==> src/hdl/sdpi_pkg.sv <==
package sdpi_pkg;

    // ------------------------------------------------------------
    // Address decode
    // ------------------------------------------------------------
    localparam int         ADDR_W          = 32;
    localparam int         SEL_TOP_MSB     = 31;
    localparam int         SEL_TOP_LSB     = 30;
    localparam logic [1:0] SDRAM_SPACE     = 2'h1;
    localparam int         BANK_MSB        = 29;
    localparam int         BANK_LSB        = 28;
    localparam int         RSVD_MSB        = 27;
    localparam int         RSVD_LSB        = 26;
    localparam logic [1:0] RSVD_CODE       = 2'h3;

    // ------------------------------------------------------------
    // Command encodings on row strobe, column strobe, write strobe
    // ------------------------------------------------------------
    typedef enum logic [2:0] {
        SDPI_CMD_NOP       = 3'b111,
        SDPI_CMD_ACTIVE    = 3'b011,
        SDPI_CMD_READ      = 3'b101,
        SDPI_CMD_WRITE     = 3'b100,
        SDPI_CMD_PRECHARGE = 3'b010,
        SDPI_CMD_REFRESH   = 3'b001,
        SDPI_CMD_MODE      = 3'b000,
        SDPI_CMD_BSTOP     = 3'b110
    } sdpi_cmd_t;

    // Requested operation from the controller core
    typedef enum logic [2:0] {
        SDPI_OP_READ      = 3'b000,
        SDPI_OP_WRITE     = 3'b001,
        SDPI_OP_ACTIVE    = 3'b010,
        SDPI_OP_PRECHARGE = 3'b011,
        SDPI_OP_REFRESH   = 3'b100,
        SDPI_OP_MODE      = 3'b101,
        SDPI_OP_SELFREF   = 3'b110,
        SDPI_OP_SUSPEND   = 3'b111
    } sdpi_op_t;

    // Bus ownership states
    typedef enum logic [1:0] {
        SDPI_ST_OWN      = 2'b00,
        SDPI_ST_SREF     = 2'b01,
        SDPI_ST_GRANT    = 2'b10,
        SDPI_ST_SLAVE    = 2'b11
    } sdpi_state_t;

    // ------------------------------------------------------------
    // Reset values
    // ------------------------------------------------------------
    localparam logic [3:0] SEL_IDLE        = 4'hf;
    localparam logic       CKE_RESET       = 1'b1;

endpackage

==> src/hdl/sdpi_mask_gen.sv <==
module sdpi_mask_gen
    import sdpi_pkg::*;
(
    input  wire logic is_write,
    input  wire logic odd_word,
    input  wire logic single_word,
    input  wire logic bus_32,
    output logic      low_mask,
    output logic      high_mask
);

    // Write masks; reads leave both masks inactive
    always_comb begin
        low_mask  = is_write & odd_word & ~bus_32;
        high_mask = is_write & ((~odd_word & single_word) | bus_32);
    end

endmodule

==> src/hdl/sdpi_top.sv <==
// Contract
// Assert one of four bank selects on each command to SDRAM space, not reserved; self-refresh asserts all four, suspend none.
// Only the bus owner drives bank selects; others leave them undriven.
// Row strobe low on activate marks a valid row address.
// Column strobe low on reads and writes marks a valid column address.
// Other operations use standard SDRAM encodings on the three strobes.
// Write strobe low for writes, high for reads while column strobe active.
// Masks meaningful only with column strobe; both inactive on reads.
// Low mask set on odd-word writes to a 64-bit bus.
// High mask set on even single-word writes or any 32-bit bus write.
// Dedicated address bit ten output, independent of shared address bus.
// Clock enable deasserted to enter self-refresh or suspend.
// Before grant, clock enable held weakly high, or low after self-refresh.
// On host grant, self-refresh, float all outputs, hold until request drops.
// Each command presented for one clock cycle on selects and strobes.
module sdpi_top
    import sdpi_pkg::*;
(
    input  wire logic                 clock,
    input  wire logic                 sys_rst,
    input  wire logic                 bus_owner,
    input  wire logic                 cmd_valid,
    input  wire sdpi_pkg::sdpi_op_t   cmd_op,
    input  wire logic [31:0]          cmd_addr,
    input  wire logic                 cmd_a10,
    input  wire logic                 cmd_single_word,
    input  wire logic                 cfg_bus_32,
    input  wire logic                 wake,
    input  wire logic                 host_bus_request_in,
    output logic                      cmd_ready,
    output logic                      host_bus_grant_out,
    output logic [3:0]                sdram_bank_selects_n,
    output logic                      sdram_bank_selects_oe,
    output logic                      row_strobe_n,
    output logic                      col_strobe_n,
    output logic                      sdram_write_strobe_n,
    output logic                      strobes_oe,
    output logic                      low_word_write_mask,
    output logic                      high_word_write_mask,
    output logic                      masks_oe,
    output logic                      sdram_addr_bit_ten,
    output logic                      sdram_addr_bit_ten_oe,
    output logic                      sdram_clock_enable,
    output logic                      sdram_clock_enable_oe,
    output logic                      cke_weak_high,
    output logic                      cke_weak_low
);

    // ------------------------------------------------------------
    // Registers
    // ------------------------------------------------------------
    sdpi_state_t state_reg, state_next;
    logic [3:0]  sel_reg, sel_next;
    sdpi_cmd_t   cmd_reg, cmd_next;
    logic        lmask_reg, lmask_next;
    logic        hmask_reg, hmask_next;
    logic        a10_reg, a10_next;
    logic        cke_reg, cke_next;
    logic        sref_reg, sref_next;
    logic        oe_reg, oe_next;
    logic        sel_oe_reg, sel_oe_next;
    logic        grant_reg, grant_next;
    logic        ready_reg, ready_next;
    logic        whi_reg, whi_next;
    logic        wlo_reg, wlo_next;

    logic        in_space;
    logic        lmask_c;
    logic        hmask_c;
    logic        is_write;

    // ------------------------------------------------------------
    // Address decode
    // ------------------------------------------------------------
    assign in_space = (cmd_addr[SEL_TOP_MSB:SEL_TOP_LSB] == SDRAM_SPACE) &&
                      (cmd_addr[RSVD_MSB:RSVD_LSB] != RSVD_CODE);
    assign is_write = (cmd_op == SDPI_OP_WRITE);

    sdpi_mask_gen u_mask (
        .is_write    (is_write),
        .odd_word    (cmd_addr[0]),
        .single_word (cmd_single_word),
        .bus_32      (cfg_bus_32),
        .low_mask    (lmask_c),
        .high_mask   (hmask_c)
    );

    // Next-state logic for command path and bus ownership
    always_comb begin
        state_next  = state_reg;
        sel_next    = SEL_IDLE;
        cmd_next    = SDPI_CMD_NOP;
        lmask_next  = 1'b0;
        hmask_next  = 1'b0;
        a10_next    = a10_reg;
        cke_next    = cke_reg;
        sref_next   = sref_reg;
        oe_next     = 1'b1;
        sel_oe_next = 1'b1;
        grant_next  = 1'b0;
        whi_next    = 1'b0;
        wlo_next    = 1'b0;
        ready_next  = 1'b0;
        unique case (state_reg)
            SDPI_ST_OWN: begin
                ready_next = ~host_bus_request_in & bus_owner;
                if (!bus_owner) begin
                    state_next  = SDPI_ST_SLAVE;
                    oe_next     = 1'b0;
                    sel_oe_next = 1'b0;
                end else if (host_bus_request_in) begin
                    // Put memory in self-refresh before letting go
                    cmd_next   = SDPI_CMD_REFRESH;
                    sel_next   = 4'h0;
                    cke_next   = 1'b0;
                    sref_next  = 1'b1;
                    state_next = SDPI_ST_SREF;
                end else if (cmd_valid && ready_reg && in_space) begin
                    sel_next = ~(4'h1 << cmd_addr[BANK_MSB:BANK_LSB]);
                    a10_next = cmd_a10;
                    unique case (cmd_op)
                        SDPI_OP_READ:      cmd_next = SDPI_CMD_READ;
                        SDPI_OP_WRITE: begin
                            cmd_next   = SDPI_CMD_WRITE;
                            lmask_next = lmask_c;
                            hmask_next = hmask_c;
                        end
                        SDPI_OP_ACTIVE:    cmd_next = SDPI_CMD_ACTIVE;
                        SDPI_OP_PRECHARGE: cmd_next = SDPI_CMD_PRECHARGE;
                        SDPI_OP_REFRESH:   cmd_next = SDPI_CMD_REFRESH;
                        SDPI_OP_MODE:      cmd_next = SDPI_CMD_MODE;
                        SDPI_OP_SELFREF: begin
                            // Self-refresh reaches every chip, as on host grant
                            cmd_next  = SDPI_CMD_REFRESH;
                            sel_next  = 4'h0;
                            cke_next  = 1'b0;
                            sref_next = 1'b1;
                        end
                        SDPI_OP_SUSPEND: begin
                            cke_next = 1'b0;
                            sel_next = SEL_IDLE;
                        end
                    endcase
                end else if (wake && !cke_reg) begin
                    cke_next  = 1'b1;
                    sref_next = 1'b0;
                end
            end
            SDPI_ST_SREF: begin
                // Float everything, leave weak pull on clock enable
                oe_next     = 1'b0;
                sel_oe_next = 1'b0;
                whi_next    = ~sref_reg;
                wlo_next    = sref_reg;
                grant_next  = 1'b1;
                state_next  = SDPI_ST_GRANT;
            end
            SDPI_ST_GRANT: begin
                oe_next     = 1'b0;
                sel_oe_next = 1'b0;
                whi_next    = ~sref_reg;
                wlo_next    = sref_reg;
                grant_next  = host_bus_request_in;
                if (!host_bus_request_in) begin
                    // Take the pins back only if still the bus owner
                    state_next  = bus_owner ? SDPI_ST_OWN : SDPI_ST_SLAVE;
                    oe_next     = bus_owner;
                    sel_oe_next = bus_owner;
                    whi_next    = 1'b0;
                    wlo_next    = 1'b0;
                end
            end
            SDPI_ST_SLAVE: begin
                oe_next     = 1'b0;
                sel_oe_next = 1'b0;
                if (bus_owner) begin
                    state_next  = SDPI_ST_OWN;
                    oe_next     = 1'b1;
                    sel_oe_next = 1'b1;
                end
            end
        endcase
    end

    // State registers
    always_ff @(posedge clock) begin
        if (sys_rst) begin
            state_reg  <= SDPI_ST_SLAVE;
            sel_reg    <= SEL_IDLE;
            cmd_reg    <= SDPI_CMD_NOP;
            lmask_reg  <= 1'b0;
            hmask_reg  <= 1'b0;
            a10_reg    <= 1'b0;
            cke_reg    <= CKE_RESET;
            sref_reg   <= 1'b0;
            oe_reg     <= 1'b0;
            sel_oe_reg <= 1'b0;
            grant_reg  <= 1'b0;
            ready_reg  <= 1'b0;
            whi_reg    <= 1'b0;
            wlo_reg    <= 1'b0;
        end else begin
            state_reg  <= state_next;
            sel_reg    <= sel_next;
            cmd_reg    <= cmd_next;
            lmask_reg  <= lmask_next;
            hmask_reg  <= hmask_next;
            a10_reg    <= a10_next;
            cke_reg    <= cke_next;
            sref_reg   <= sref_next;
            oe_reg     <= oe_next;
            sel_oe_reg <= sel_oe_next;
            grant_reg  <= grant_next;
            ready_reg  <= ready_next;
            whi_reg    <= whi_next;
            wlo_reg    <= wlo_next;
        end
    end

    // ------------------------------------------------------------
    // Outputs, all straight from flip-flops
    // ------------------------------------------------------------
    assign cmd_ready             = ready_reg;
    assign host_bus_grant_out    = grant_reg;
    assign sdram_bank_selects_n  = sel_reg;
    assign sdram_bank_selects_oe = sel_oe_reg;
    assign row_strobe_n          = cmd_reg[2];
    assign col_strobe_n          = cmd_reg[1];
    assign sdram_write_strobe_n  = cmd_reg[0];
    assign strobes_oe            = oe_reg;
    assign low_word_write_mask   = lmask_reg;
    assign high_word_write_mask  = hmask_reg;
    assign masks_oe              = oe_reg;
    assign sdram_addr_bit_ten    = a10_reg;
    assign sdram_addr_bit_ten_oe = oe_reg;
    assign sdram_clock_enable    = cke_reg;
    assign sdram_clock_enable_oe = oe_reg;
    assign cke_weak_high         = whi_reg;
    assign cke_weak_low          = wlo_reg;

endmodule

==> config.mk <==
export PLATFORM = sky130hd
export DESIGN_NAME = sdpi_top
export DESIGN_NICKNAME = d
export VERILOG_FILES = /design/src/hdl/sdpi_pkg.sv /design/src/hdl/sdpi_mask_gen.sv /design/src/hdl/sdpi_top.sv
export SDC_FILE = /design/constraint.sdc
export NUM_CORES = 1
export LEC_CHECK = 0
export BUFFER_PORTS_ARGS = -buffer_cell sky130_fd_sc_hd__buf_4
export CAP_MARGIN = 25
export CORE_ASPECT_RATIO = 1.2
export CORE_MARGIN = 5
export CORE_UTILIZATION = 25
export CTS_CLUSTER_SIZE = 14
export DETAILED_ROUTE_END_ITERATION = 12
export GPL_ROUTABILITY_DRIVEN = 0
export GPL_TIMING_DRIVEN = 0
export PLACE_DENSITY_LB_ADDON = 0.2
export SYNTH_ARGS = -nofsm -noshare
export SYNTH_HDL_FRONTEND = slang
export SYNTH_SLANG_ARGS = --single-unit
==> constraint.sdc <==
create_clock -name clock -period 5 [get_ports clock]
set_clock_uncertainty 0.2 [all_clocks]
set_input_delay 1 -clock clock [delete_from_list [all_inputs] [get_ports clock]]
set_output_delay 1 -clock clock [all_outputs]
set_load 0.01 [all_outputs]
==> metrics.txt <==
clock slew at reported path FFs around 60 ps; Hold Fails Final Rpt 0; worst slew pin tran around 550 ps; area grow syn2layout 41.9%; clock sinks 19; relative slew slack 0.631; combinational family with the most area after synthesis simple AND/OR/NAND/NOR gates; total negative slack 0 ps; sequential share of the synthesized area 0.420; top cells by area, synth dfxtp_1, ha_1, o221ai_1; asr flop ratio synth 0; TritonCTS buffer count 3; Fmax 0.447 GHz; Worst Setup Start Kind input port; n_diodes 0; XOR/XNOR Fraction of Synth Area 0; Placed Area 1240 µm²; Routed WL per cell approximately 13 µm; max-slew violations 0; simple-gate share of the synthesized area 0.247; gr ovfl total 0; dpl cells 174; number of global-route vias before repair 884; syn_area_per_cell 9.34 µm²; endpoints failing setup 0; Synth Area in Compound Gates 0.178; total vias in the final route roughly 870; Total GRT Usage 0.0961; most frequent cell after synthesis dfxtp_1; Worst Path Arrival ~2200 ps; Hold WC Path Type flip-flop to flip-flop; Pwr Density slightly below 300 nW/µm²; Cells after Synth 97; Syn. warnings 0; Post-Synth Adder-Cell Area 0.0691; layout cells sized above 1 0.331; number of flops mapped to enable cells by yosys 0; DIE WIDTH about 65 µm; CORE AREA between 3000 and 4000 µm²; CTS Buffer Depth 2; global-route wire length before repair between 3 and 4 mm; Site Rows 24; Vias/cell 4.90; Port Buf Inserts 38; final std cells w/o fill between 150 and 200; Final Power between 300 and 400 µW; die area a little under 5000 µm²; crit share post-route 0.448; Post-CTS Setup Inserts 0; DPL Wire Length about 1.8 mm; multiplexer area fraction after synthesis 0.0235; TritonCTS clock tree built; initial drt markers 17; cell accounting for the most synthesized area dfxtp_1; Final ANT Viol Nets 0; top cell types by occurrence after synthesis dfxtp_1, inv_1, nand2_1, nor2_1, ha_1; crit end category flip-flop; drt total wl about 2.3 mm; Ports 64; Synth Net Count ~150; cell area after layout approximately 1300 µm²; Finished Core Util 0.360; unique cell type count in the Yosys netlist 32; CTS resizes 0; critical path class input port to flip-flop; max reg flops 4; CP max FO 7; hold-fix buffers at CTS 0; number of antenna violations at the first check in global routing 0; Pre-antenna DRT Iters 4; Yosys reg bits 19; status complete, no violations; max-cap viol count 0; fin nets 189; Static Leakage between 0.0005 and 0.0006 µW; DRC Markers 0; Most used DFF post-synth dfxtp_1; post-layout min period ~2200 ps; largest net degree at the start of global routing 11; Initial Utilization 0.254; H-tree levels 1; Worst VDD drop about 0.11 mV; Skew-Pair Late Insertion Delay 250 ps; area fraction of the dominant cell type after synthesis 0.420; RSZ-0062 raised after global routing no; Syn Std Cell Area about 910 µm²; critical path required time roughly 5000 ps; fillcell total 376; Die H between 70 and 80 µm; Root Driver clkbuf_8
## worst max-delay path: stages
cell      delay (ps)
buf_4            100
nand4b_1         300
nor4_1           580
mux2i_1          230
## worst paths after layout
path                 startpoint            endpoint  slack [ps]  depth (start not counted)
min reg2reg  sdram_addr_bit_ten  sdram_addr_bit_ten         270                          2
max                cmd_addr[31]  sdram_addr_bit_ten        2760                          4
min          sdram_addr_bit_ten  sdram_addr_bit_ten         270                          2
max reg2reg        state_reg[0]        state_reg[1]        3090                          5
## logic make-up after synthesis
| family | count (synthesis) |
|---|---|
| and+or+nand+nor | 38 |
| AOI/OAI and AO/OA | 22 |
| DFF | 19 |
| buffers and inverters | 11 |
| adders and majority gates | 5 |
| muxes | 2 |
## final cells by class
class / count / area, µm² / area share
Tap cell: 39 / 48.8 / 0.0380
Inverter: 6 / 22.5 / 0.0175
Clock buffer: 4 / 45.0 / 0.0351
Sequential cell: 19 / 380 / 0.296
Multi-Input combinational cell: 67 / 469 / 0.365
Timing Repair Buffer: 38 / 285 / 0.222
Buffer: 5 / 33.8 / 0.0263
## metrics by stage
step	hold slack (ps)	setup slack, ps
global placement	249	2500
global route	296	2670
floorplan	238	2860
detailed placement	251	2500
CTS	267	2740
finish	265	2760
## metal layers
metal / track usage / vias up / share of wire
met4: 0.0381 / 0 / 0.016
met1: 0.110 / 396 / 0.41
met3: 0.0251 / 5 / 0.074
met5: 0 / - / 0
met2: 0.167 / 33 / 0.50
li1: - / 438 / -
## where the power goes
group          internal, µW  total, µW  switching (µW)
clock network          56.5        102            45.3
registers               162        173            10.5
logic                  52.0       98.4            46.4
total                   271        373             102
## layout by cell type, fill, tap and decap left out, types with 4 or more instances in the layout
cell type | Yosys | final
nand2_1 | 6 | 6
nor2_1 | 6 | 6
nor2b_1 | 4 | 4
buf_4 | 4 | 42
dfxtp_1 | 19 | 19
o221ai_1 | 4 | 4
inv_1 | 6 | 6
a21oi_1 | 4 | 4
ha_1 | 5 | 5
No activity file was read; power rests on OpenSTA's default activity.
